File: src/rtl/phsp_pkg.sv
package phsp_pkg;

  // Register bus shape
  localparam int PHSP_AW = 4;
  localparam int PHSP_DW = 8;

  // Register offsets on the plain register port
  localparam logic [3:0] PHSP_OFF_CTRL = 4'h0;
  localparam logic [3:0] PHSP_OFF_DPINS = 4'h1;
  localparam logic [3:0] PHSP_OFF_DLATCH = 4'h2;
  localparam logic [3:0] PHSP_OFF_DDIR = 4'h3;
  localparam logic [3:0] PHSP_OFF_EPINS = 4'h4;
  localparam logic [3:0] PHSP_OFF_EDIR = 4'h5;
  localparam logic [3:0] PHSP_OFF_IRQF = 4'h6;
  localparam logic [3:0] PHSP_OFF_IRQE = 4'h7;
  localparam logic [3:0] PHSP_OFF_IRQP = 4'h8;

  // Control and status field positions
  localparam int PHSP_BIT_IBF = 7;
  localparam int PHSP_BIT_OBF = 6;
  localparam int PHSP_BIT_INPUT_BUFFER_OVERRUN = 5;
  localparam int PHSP_BIT_EN = 4;

  // Host port bit in the flag, enable and priority registers
  localparam int PHSP_BIT_IRQ = 7;

  // Control pin positions on the second port
  localparam int PHSP_PIN_RD = 0;
  localparam int PHSP_PIN_WR = 1;
  localparam int PHSP_PIN_CS = 2;

  // Values after reset, and the all-output enable pattern
  localparam logic [7:0] PHSP_RST_LATCH = 8'h00;
  localparam logic [7:0] PHSP_RST_DIR = 8'hFF;
  localparam logic [7:0] PHSP_RST_ZERO = 8'h00;
  localparam logic [7:0] PHSP_ALL_OUT = 8'hFF;

  // Synchroniser depth in clock cycles
  localparam int PHSP_SYNC_STAGES = 2;

  // Host transfer sequencer states
  typedef enum logic [1:0] {
    PHSP_IDLE = 2'b00,
    PHSP_WRITE = 2'b01,
    PHSP_READ = 2'b10
  } phsp_state_t;

endpackage : phsp_pkg

File: src/rtl/phsp_sync.sv
`timescale 1ns/1ns
module phsp_sync
  import phsp_pkg::*;
#(
  parameter int WIDTH = 1
) (
  // Clock and reset
  input wire logic clk_i,
  input wire logic resetn_i,
  // Asynchronous inputs and their synchronised copies
  input wire logic [WIDTH-1:0] d_i,
  output logic [WIDTH-1:0] q_o
);

  logic [WIDTH-1:0] meta;

  // First stage is read by the second stage only
  always_ff @(posedge clk_i or negedge resetn_i) begin
    if (!resetn_i) begin
      meta <= '0;
    end else begin
      meta <= d_i;
    end
  end

  // Second stage is the only copy the logic may read
  always_ff @(posedge clk_i or negedge resetn_i) begin
    if (!resetn_i) begin
      q_o <= '0;
    end else begin
      q_o <= meta;
    end
  end

endmodule : phsp_sync

File: src/rtl/phsp_host_port.sv
`timescale 1ns/1ns
module phsp_host_port
  import phsp_pkg::*;
(
  // Clock and reset
  input wire logic clk_i,
  input wire logic resetn_i,
  // Register port
  input wire logic [PHSP_AW-1:0] addr_i,
  input wire logic [PHSP_DW-1:0] wdata_i,
  input wire logic wr_i,
  input wire logic rd_i,
  output logic [PHSP_DW-1:0] rdata_o,
  // Operating mode, high in microcontroller mode
  input wire logic mcu_mode_i,
  // Data port pins
  input wire logic [7:0] host_data_in_i,
  output logic [7:0] host_data_out_o,
  output logic [7:0] host_data_oe_o,
  // Control port pins
  input wire logic [7:0] ctrl_pins_in_i,
  output logic [7:0] ctrl_pins_out_o,
  output logic [7:0] ctrl_pins_oe_o,
  // Interrupt request
  output logic irq_o,
  output logic irq_high_o
);

  // Synchronised pin copies
  logic [16:0] sync_q;
  logic [7:0] data_s;
  logic [7:0] ctrl_s;
  logic mode_s;

  // Software visible state
  logic host_port_enable;
  logic input_buffer_full;
  logic output_buffer_full;
  logic input_buffer_overrun;
  logic [7:0] host_data_latch;
  logic [7:0] host_data_direction;
  logic [7:0] ctrl_pins_latch;
  logic [7:0] control_pins_direction;
  logic [7:0] host_input_word;
  logic host_port_irq_flag;
  logic host_port_irq_enable;
  logic host_port_irq_priority;

  // Sequencer
  phsp_state_t state;
  phsp_state_t next_state;
  logic write_end;
  logic read_end;

  // Decoded strobes and conditions
  logic port_on;
  logic cs_low;
  logic wr_low;
  logic rd_low;
  logic cpu_wr_ctrl;
  logic cpu_wr_data;
  logic cpu_rd_inbuf;
  logic cpu_wr_irqf;
  logic [7:0] next_rdata;

  // Address match, used by every decode below
  function automatic logic hit(input logic [PHSP_AW-1:0] a, input logic [PHSP_AW-1:0] off);
    hit = (a == off);
  endfunction : hit

  // All pins arrive from outside the clock domain
  phsp_sync #(
    .WIDTH(17)
  ) u_sync (
    .clk_i(clk_i),
    .resetn_i(resetn_i),
    .d_i({mcu_mode_i, ctrl_pins_in_i, host_data_in_i}),
    .q_o(sync_q)
  );

  // Synchronisers clear to zero, so strobes look low for two cycles after reset;
  // harmless, because the enable bit clears too and gates the sequencer
  assign data_s = sync_q[7:0];
  assign ctrl_s = sync_q[15:8];
  assign mode_s = sync_q[16];

  // Slave port needs the enable bit and microcontroller mode
  assign port_on = host_port_enable & mode_s;

  // Active-low strobes taken from the control pins
  assign cs_low = ~ctrl_s[PHSP_PIN_CS];
  assign wr_low = ~ctrl_s[PHSP_PIN_WR];
  assign rd_low = ~ctrl_s[PHSP_PIN_RD];

  // Register port decode
  assign cpu_wr_ctrl = wr_i & hit(addr_i, PHSP_OFF_CTRL);
  assign cpu_wr_data = wr_i & (hit(addr_i, PHSP_OFF_DPINS) | hit(addr_i, PHSP_OFF_DLATCH));
  assign cpu_rd_inbuf = rd_i & port_on & hit(addr_i, PHSP_OFF_DPINS);
  assign cpu_wr_irqf = wr_i & hit(addr_i, PHSP_OFF_IRQF);

  // A transfer cut by disable or mode loss ends with no status or flag update
  // Host transfer sequencer; write wins if both strobes fall together
  always_comb begin
    next_state = state;
    write_end = 1'b0;
    read_end = 1'b0;
    case (state)
      PHSP_IDLE: begin
        if (port_on && cs_low && wr_low) begin
          next_state = PHSP_WRITE;
        end else if (port_on && cs_low && rd_low) begin
          next_state = PHSP_READ;
        end
      end
      PHSP_WRITE: begin
        if (!port_on) begin
          next_state = PHSP_IDLE;
        end else if (!cs_low || !wr_low) begin
          next_state = PHSP_IDLE;
          write_end = 1'b1;
        end
      end
      PHSP_READ: begin
        if (!port_on) begin
          next_state = PHSP_IDLE;
        end else if (!cs_low || !rd_low) begin
          next_state = PHSP_IDLE;
          read_end = 1'b1;
        end
      end
      default: begin
        next_state = PHSP_IDLE;
      end
    endcase
  end

  always_ff @(posedge clk_i or negedge resetn_i) begin
    if (!resetn_i) begin
      state <= PHSP_IDLE;
    end else begin
      state <= next_state;
    end
  end

  // Host word sampled while both strobes stay low; the end sample may be stale
  always_ff @(posedge clk_i or negedge resetn_i) begin
    if (!resetn_i) begin
      host_input_word <= PHSP_RST_ZERO;
    end else if (next_state == PHSP_WRITE) begin
      host_input_word <= data_s;
    end
  end

  // Input-full: set at write end, cleared by CPU read, set wins
  always_ff @(posedge clk_i or negedge resetn_i) begin
    if (!resetn_i) begin
      input_buffer_full <= 1'b0;
    end else if (write_end) begin
      input_buffer_full <= 1'b1;
    end else if (cpu_rd_inbuf) begin
      input_buffer_full <= 1'b0;
    end
  end

  // Overrun is sticky; software write may clear it, hardware set wins
  always_ff @(posedge clk_i or negedge resetn_i) begin
    if (!resetn_i) begin
      input_buffer_overrun <= 1'b0;
    end else if (write_end && input_buffer_full) begin
      input_buffer_overrun <= 1'b1;
    end else if (cpu_wr_ctrl) begin
      input_buffer_overrun <= wdata_i[PHSP_BIT_INPUT_BUFFER_OVERRUN];
    end
  end

  // Output-full: CPU write in slave mode sets it unless a host read is running
  always_ff @(posedge clk_i or negedge resetn_i) begin
    if (!resetn_i) begin
      output_buffer_full <= 1'b0;
    end else if (cpu_wr_data && port_on && state != PHSP_READ) begin
      output_buffer_full <= 1'b1;
    end else if (read_end) begin
      output_buffer_full <= 1'b0;
    end
  end

  // Mode select bit
  always_ff @(posedge clk_i or negedge resetn_i) begin
    if (!resetn_i) begin
      host_port_enable <= 1'b0;
    end else if (cpu_wr_ctrl) begin
      host_port_enable <= wdata_i[PHSP_BIT_EN];
    end
  end

  // Data latch, shared by both data offsets
  always_ff @(posedge clk_i or negedge resetn_i) begin
    if (!resetn_i) begin
      host_data_latch <= PHSP_RST_LATCH;
    end else if (cpu_wr_data) begin
      host_data_latch <= wdata_i;
    end
  end

  // Direction registers and control pin latch; inputs after reset
  always_ff @(posedge clk_i or negedge resetn_i) begin
    if (!resetn_i) begin
      host_data_direction <= PHSP_RST_DIR;
      control_pins_direction <= PHSP_RST_DIR;
      ctrl_pins_latch <= PHSP_RST_LATCH;
    end else if (wr_i) begin
      if (hit(addr_i, PHSP_OFF_DDIR)) begin
        host_data_direction <= wdata_i;
      end else if (hit(addr_i, PHSP_OFF_EDIR)) begin
        control_pins_direction <= wdata_i;
      end else if (hit(addr_i, PHSP_OFF_EPINS)) begin
        ctrl_pins_latch <= wdata_i;
      end
    end
  end

  // Port flag: set by either transfer end, write one clears, set wins
  always_ff @(posedge clk_i or negedge resetn_i) begin
    if (!resetn_i) begin
      host_port_irq_flag <= 1'b0;
    end else if (write_end || read_end) begin
      host_port_irq_flag <= 1'b1;
    end else if (cpu_wr_irqf && wdata_i[PHSP_BIT_IRQ]) begin
      host_port_irq_flag <= 1'b0;
    end
  end

  // Interrupt mask and priority
  always_ff @(posedge clk_i or negedge resetn_i) begin
    if (!resetn_i) begin
      host_port_irq_enable <= 1'b0;
      host_port_irq_priority <= 1'b0;
    end else if (wr_i) begin
      if (hit(addr_i, PHSP_OFF_IRQE)) begin
        host_port_irq_enable <= wdata_i[PHSP_BIT_IRQ];
      end else if (hit(addr_i, PHSP_OFF_IRQP)) begin
        host_port_irq_priority <= wdata_i[PHSP_BIT_IRQ];
      end
    end
  end

  // Interrupt outputs, registered so they lag the flag by one cycle
  always_ff @(posedge clk_i or negedge resetn_i) begin
    if (!resetn_i) begin
      irq_o <= 1'b0;
      irq_high_o <= 1'b0;
    end else begin
      irq_o <= host_port_irq_flag & host_port_irq_enable;
      irq_high_o <= host_port_irq_flag & host_port_irq_enable & host_port_irq_priority;
    end
  end

  // New CPU data reaches the pins one cycle later, even in mid-read
  // Data pins: in slave mode driven only during a host read; otherwise set by the direction register
  always_ff @(posedge clk_i or negedge resetn_i) begin
    if (!resetn_i) begin
      host_data_out_o <= PHSP_RST_LATCH;
      host_data_oe_o <= PHSP_RST_ZERO;
    end else begin
      host_data_out_o <= cpu_wr_data ? wdata_i : host_data_latch;
      if (port_on) begin
        host_data_oe_o <= (next_state == PHSP_READ) ? PHSP_ALL_OUT : PHSP_RST_ZERO;
      end else begin
        host_data_oe_o <= ~host_data_direction;
      end
    end
  end

  // Control pins; strobe pins never driven in slave mode, whatever firmware set
  always_ff @(posedge clk_i or negedge resetn_i) begin
    if (!resetn_i) begin
      ctrl_pins_out_o <= PHSP_RST_LATCH;
      ctrl_pins_oe_o <= PHSP_RST_ZERO;
    end else begin
      ctrl_pins_out_o <= ctrl_pins_latch;
      if (port_on) begin
        ctrl_pins_oe_o <= {~control_pins_direction[7:3], 3'h0};
      end else begin
        ctrl_pins_oe_o <= ~control_pins_direction;
      end
    end
  end

  // Reading offset 1 in slave mode also empties the input buffer
  // Read mux; unmapped offsets and reserved bits read zero
  always_comb begin
    next_rdata = PHSP_RST_ZERO;
    if (hit(addr_i, PHSP_OFF_CTRL)) begin
      next_rdata = {input_buffer_full, output_buffer_full, input_buffer_overrun, host_port_enable, 4'h0};
    end else if (hit(addr_i, PHSP_OFF_DPINS)) begin
      next_rdata = port_on ? host_input_word : data_s;
    end else if (hit(addr_i, PHSP_OFF_DLATCH)) begin
      next_rdata = host_data_latch;
    end else if (hit(addr_i, PHSP_OFF_DDIR)) begin
      next_rdata = host_data_direction;
    end else if (hit(addr_i, PHSP_OFF_EPINS)) begin
      next_rdata = ctrl_s;
    end else if (hit(addr_i, PHSP_OFF_EDIR)) begin
      next_rdata = control_pins_direction;
    end else if (hit(addr_i, PHSP_OFF_IRQF)) begin
      next_rdata = {host_port_irq_flag, 7'h00};
    end else if (hit(addr_i, PHSP_OFF_IRQE)) begin
      next_rdata = {host_port_irq_enable, 7'h00};
    end else if (hit(addr_i, PHSP_OFF_IRQP)) begin
      next_rdata = {host_port_irq_priority, 7'h00};
    end
  end

  // Read data stands only in the cycle after the strobe
  always_ff @(posedge clk_i or negedge resetn_i) begin
    if (!resetn_i) begin
      rdata_o <= PHSP_RST_ZERO;
    end else if (rd_i) begin
      rdata_o <= next_rdata;
    end else begin
      rdata_o <= PHSP_RST_ZERO;
    end
  end

endmodule : phsp_host_port

File: config.mk
export PLATFORM = sky130hd
export DESIGN_NAME = phsp_host_port
export DESIGN_NICKNAME = d
export VERILOG_FILES = /design/src/rtl/phsp_pkg.sv /design/src/rtl/phsp_sync.sv /design/src/rtl/phsp_host_port.sv
export SDC_FILE = /design/constraint.sdc
export NUM_CORES = 1
export LEC_CHECK = 0
export ABC_AREA = 1
export BUFFER_PORTS_ARGS = -buffer_cell sky130_fd_sc_hd__buf_2
export CORE_ASPECT_RATIO = 1.1
export CORE_MARGIN = 4
export CORE_UTILIZATION = 40
export DETAILED_ROUTE_END_ITERATION = 7
export GPL_ROUTABILITY_DRIVEN = 0
export PLACE_DENSITY_LB_ADDON = 0.2
export SLEW_MARGIN = 40
export SYNTH_ARGS = -nofsm -noshare
export SYNTH_HDL_FRONTEND = slang
export SYNTH_SLANG_ARGS = --single-unit
File: constraint.sdc
create_clock -name clk_i -period 1.65 [get_ports clk_i]
set_input_delay 0.0825 -clock clk_i [delete_from_list [all_inputs] [get_ports clk_i]]
set_output_delay 0.0825 -clock clk_i [all_outputs]
set_load 0.005 [all_outputs]
== Word level (Yosys, flattened, before mapping) ==
Index checks and enable logic that the tools add are counted.
Widths: inputs -> output; s select.

* Register bits after elaboration: 117
* Input bits: 33
* Output and inout bits: 42
* Logic and storage cells: 108

* Equality and inequality tests: 13
* Muxes and demuxes: 35
* Bitwise gates (word level): 18
* Reductions and logical operators: 21

{| class="wikitable"
|+ Operator list
! cell !! count
|-
| $mux 8 || 14
|-
| $eq 4x3->1 const B || 4
|-
| $not 8->8 || 2
|-
| $mux 1 || 14
|-
| $mux 2 || 6
|-
| $and 1x1->1 || 8
|-
| $eq 4x2->1 const B || 2
|-
| $reduce_bool 2->1 || 4
|-
| $logic_and 1x1->1 || 7
|-
| $not 1->1 || 6
|-
| $pmux 2 s3 || 1
|-
| $reduce_and 3->1 || 2
|-
| $not 5->5 || 1
|-
| $eq 2x1->1 const B || 2
|-
| $eq 2x2->1 const B || 2
|-
| $eq 4x1->1 const B || 1
|-
| $eq 4x4->1 const B || 1
|-
| $logic_not 4->1 || 1
|-
| $reduce_and 2->1 || 2
|-
| $reduce_and 4->1 || 1
|-
| $logic_or 1x1->1 || 3
|-
| $logic_not 2->1 || 1
|-
| $ne 2x2->1 const B || 1
|-
| $or 1x1->1 || 1
|}

== Logic depth before layout (Yosys ltp) ==
* Word-level depth: 11
* Depth in mapped cells: 10
* Depth with buffers taken out: 10

== Hierarchy ==
From an unflattened synthesis, not the netlist that was laid out.

* Cells, all modules: 392
* Area total of the unflattened synthesis: 4,406.7 um2

{| class="wikitable"
|+ Modules (own cells, without submodules)
! module !! instances !! cells each !! area an instance (um2) !! sequential area each (um2)
|-
| phsp_host_port || 1 || 358 || 3,555.9 || 2,097.0
|-
| phsp_sync || 1 || 34 || 850.8 || 850.8
|}

== Worst setup path before layout ==
Ideal clock, no wire load.

* Path type: reg2reg
* From: register host_port_enable
* To: register rdata_o[3]
* Setup time: 0.130 ns
* Arrival time: 1.097 ns
* Required time: 1.520 ns
* Path slack: 0.424 ns
* Stages on the path, launching flop included: 8
* Path buffers: 1
* Period minus slack after synthesis: 1.226 ns
* Path through: dfrtp_1 -> nand2_2 -> inv_1 -> buf_2 -> a21oi_1 -> o21ai_0 -> nand2_1 -> a31oi_1

* Cells in the longest elaborated chain, start to end: 5

{| class="wikitable"
|+ RTL lines
! item !! line !! RTL
|-
| from (decl) || phsp_host_port.sv:36 || <nowiki>logic host_port_enable;</nowiki>
|-
| from (signal assigned) || phsp_host_port.sv:192 || <nowiki>host_port_enable <= wdata_i[PHSP_BIT_EN];</nowiki>
|-
| $and 1x1->1 || phsp_host_port.sv:88 || <nowiki>assign port_on = host_port_enable & mode_s;</nowiki>
|-
| $mux 8 || phsp_host_port.sv:296 || <nowiki>next_rdata = port_on ? host_input_word : data_s;</nowiki>
|-
| $mux 8 || phsp_host_port.sv:295 || <nowiki>end else if (hit(addr_i, PHSP_OFF_DPINS)) begin</nowiki>
|-
| $mux 8 || phsp_host_port.sv:293 || <nowiki>if (hit(addr_i, PHSP_OFF_CTRL)) begin</nowiki>
|-
| $mux 8 || phsp_host_port.sv:318 || <nowiki>end else if (rd_i) begin</nowiki>
|-
| to (signal assigned) || phsp_host_port.sv:319 || <nowiki>rdata_o <= next_rdata;</nowiki>
|-
| to (decl) || phsp_host_port.sv:13 || <nowiki>output logic [PHSP_DW-1:0] rdata_o,</nowiki>
|}

No other way between the ends.
A chain may end at the register's enable or synchronous reset.

== Worst setup path after layout ==
* From: register host_port_enable
* To: register rdata_o[7]

The elaborated chain is that of the path after synthesis.

==> flow_summary.toml <==
[outcome]
status = "complete, no violations"

[synth]
synth-xor-area-share_pct = 0
async_flop_share_pct = 100.0
ys.flop_type = "dfrtp_1"
syn_area_um2 = 4278
muxShareOfSynthArea_pct = 0
synth_cell_types = 32
ys_ff_latch = 117
synth_compound_area_share_pct = 11.99
synth-seq-area-share_pct = 68.91
syn_inst = 391
yosys.area.top_type_share_pct = 59.08
yosys-top-cells-area = "dfrtp_1 59%, dfstp_2 9.8%, nand2_1 7.7%"
synth_fa_ha_area_share_pct = 0
synth_top_family_by_area = "simple AND/OR/NAND/NOR gates"
yosysWarnings = 0
syn_avg_cell_area_um2 = 10.94
synth_edf_count = 0
synth_nets = 424
synth-simple-area-share_pct = 13.75
yosysTopAreaCell = "dfrtp_1"

[critical_path]
crit_slowest_cell = "dfrtp_1"
cp_num_buf_inv = 2
cpPeakStageDelay_ns = 0.39
critPathRequiredTime_ns = 1.94
end_kind = "flip-flop"
timing_worst_setup_path_type = "flip-flop to flip-flop"
cp_cell_sequence = "nand2_2, clkinvlp_4, buf_4, a21oi_1, o21ai_0, nand2_1, a21oi_1"
crit_fanout = 9
arrival_ns = 1.81
worstSetupStartpointType = "flip-flop"
crit_family = "buffers and inverters"
crit_top_cell = "a21oi_1"

[detailed_routing]
drtAntennaViolNets = 0
finalWirelength_mm = 9.601
wl_per_cell_um = 14.44
top_layer = "met4"
via_count = 3082
vias_per_cell = 4.635
wl_met1_mm = 4.195
dr_wl_met3_um = 476
drtIter0Drc = 115
first_pass_iters = 4
wl_met2_mm = 4.802
post-route-drc-count = 0

[global_routing]
grt_pass1_wl_mm = 15.61
grt_use_total_pct = 16.81
grt_pass1_vias = 3089
grt_max_degree = 42
grt-ovfl-total = 0
antenna_found_initial = 0

[finish]
multiInputGateArea_um2 = 1101
ff_latch_area_um2 = 2948
diodes = 0
synthToLayoutAreaGrowth_pct = 34.45
drive_above_1_share_pct = 29.31
layout.cells.non_filler = 665
fin_util_pct = 55.08
final_nets = 542
fillers = 918

[sta]
grt_setup_unrepaired = "no"
final.setup.tns_ns = 0
fin_worst_skew_ns = 0.009499
finalHoldViolCount = 0
worst_slew_pin_slew_ns = 0.4923
report.final.slew_viol_count = 0
fin_crit_sh_pct = 92.35
relSlewSlack_pct = 67.05
setup_viol = 0
fmax_ghz = 0.6563
min_period_ns = 1.524

[die]
fp.dieW_um = 106.6
rows = 39
io_pins = 75
start_util_pct = 40.97
fp.dieArea_um2 = 12410
fp.dieH_um = 116.5
coreArea_um2 = 10440

[cts]
cts_root_buf = "clkbuf_16"
h-tree-depth = 4
cts_buffers = 17
cts_sinks = 117
clk_path_buf_depth = 2
clock_latency_ns = 0.41
tritoncts = "done"
clkTransAtPathRegs_ns = 0.05

[placement]
dp.cells = 605
place.port_buffers = 74
hpwl_mm = 6.595

[flow_run]
max_cap_viol_count = 0

[pwr]
p_per_area_nw_per_um2 = 1464
ir_worst_vdd_uv = 678.0
leakagePower_nw = 2.797

[hold_path]
min_path_type = "input port to flip-flop"
-- cell type report --
cell class,count,share of cell area (%)
clock inverters,13,3.132
well taps,143,3.111
repair buffers,108,12.62
multi-input cells,222,19.14
clock buffers,19,7.875
inverters,43,2.871
flip-flops and latches,117,51.25
-- Yosys cell counts (2+ instances only) --
library cell,count
a21oi_1,11
a31oi_1,5
buf_2,3
buf_6,4
clkbuf_1,2
dfrtp_1,101
dfstp_2,16
inv_1,37
inv_2,6
nand2_1,88
nand2_2,3
nand3_1,5
nor2_1,19
nor2_2,2
nor2_8,2
nor3_1,2
o211ai_1,3
o21ai_0,58
o21ai_1,11
-- where the power goes --
part	internal, mW	switching, mW	leakage (nW)
clock network	2.59	1.27	0.305
logic	0.414	0.487	1.11
registers	3.41	0.248	1.39
-- repair_timing --
action / 4_1_cts / 5_1_grt
resized for setup: 0 / 1
hold endpoints to repair: 61 / 0
endpoints found under the setup margin: 0 / 3
hold buffers: 24 / 0
buffers inserted: 0 / 4
-- logic make-up (layout without fill, tap and decap cells) --
group,Yosys count,after routing
buf+inv,52,183
flops,117,117
simple gates,128,128
compound gates,94,94
-- metrics by stage --
stage                     hold WS [ns]  power, mW  setup slack (ns)  area, um^2
after floorplan                -0.2131      4.057            0.4236        4278
after global placement         0.07455      4.503            0.1860        4832
after detailed placement       0.07337      4.537            0.1163        4832
after CTS                      0.04480      8.484           0.09955        5705
after global routing           0.06562      8.813           0.05421        5752
final                          0.05499      8.420            0.1263        5752
-- registers in the layout, summed over array words and instances, names as in the netlist, 2 cells and up --
register and flops:
host_data_out_o 8, rdata_o 8, host_data_oe_o 8, u_sync.meta 17, host_input_word 8, control_pins_direction 8, u_sync.q_o 17, state 2
ctrl_pins_latch 8, ctrl_pins_oe_o 8, host_data_direction 8, ctrl_pins_out_o 8
-- path summary, 6_finish.rpt --
| path | startpoint | to | slack (ns) | depth (start not counted) |
|---|---|---|---|---|
| worst max-delay path | host_port_enable | rdata_o[7] | 0.13 | 7 |
| worst min-delay path | wdata_i[7] | host_port_irq_flag | 0.05 | 4 |
| worst max register to register | host_port_enable | rdata_o[7] | 0.13 | 7 |
| worst min register to register | u_sync.meta[8] | u_sync.q_o[8] | 0.34 | 0 |
| max in group asynchronous | resetn_i | control_pins_direction[4] | 0.83 | 3 |
| min in group asynchronous | resetn_i | ctrl_pins_out_o[0] | 0.18 | 2 |
-- placed cells by master (no fill, tap or decap), types with 2 or more instances in the layout --
cell type / count
a21oi_1: 11
a31oi_1: 5
buf_12: 3
buf_2: 73
buf_4: 8
bufinv_16: 4
clkbuf_16: 17
clkbuf_8: 2
clkinv_2: 4
clkinv_4: 2
clkinvlp_4: 4
dfrtp_1: 101
dfstp_2: 16
dlygate4sd3_1: 24
inv_1: 36
inv_2: 6
nand2_1: 88
nand2_2: 3
nand3_1: 5
nor2_1: 19
nor2_2: 2
nor2_8: 2
nor3_1: 2
o211ai_1: 3
o21ai_0: 58
o21ai_1: 11
-- layer usage --
| metal | global-route usage, % | vias to the layer above |
|---|---|---|
| met5 | 0 | - |
| met4 | 5.882 | 0 |
| met1 | 21.03 | 1475 |
| met2 | 27.33 | 85 |
| met3 | 5.970 | 11 |
| li1 | - | 1511 |
-- worst reg2reg max path: cells and delay by family (launching register included) --
kind            cells  cell delay (ns)
buf+inv             2             0.41
simple gates        2             0.29
compound gates      3             0.30
flops               1             0.39
No activity file was read; power rests on OpenSTA's default activity.
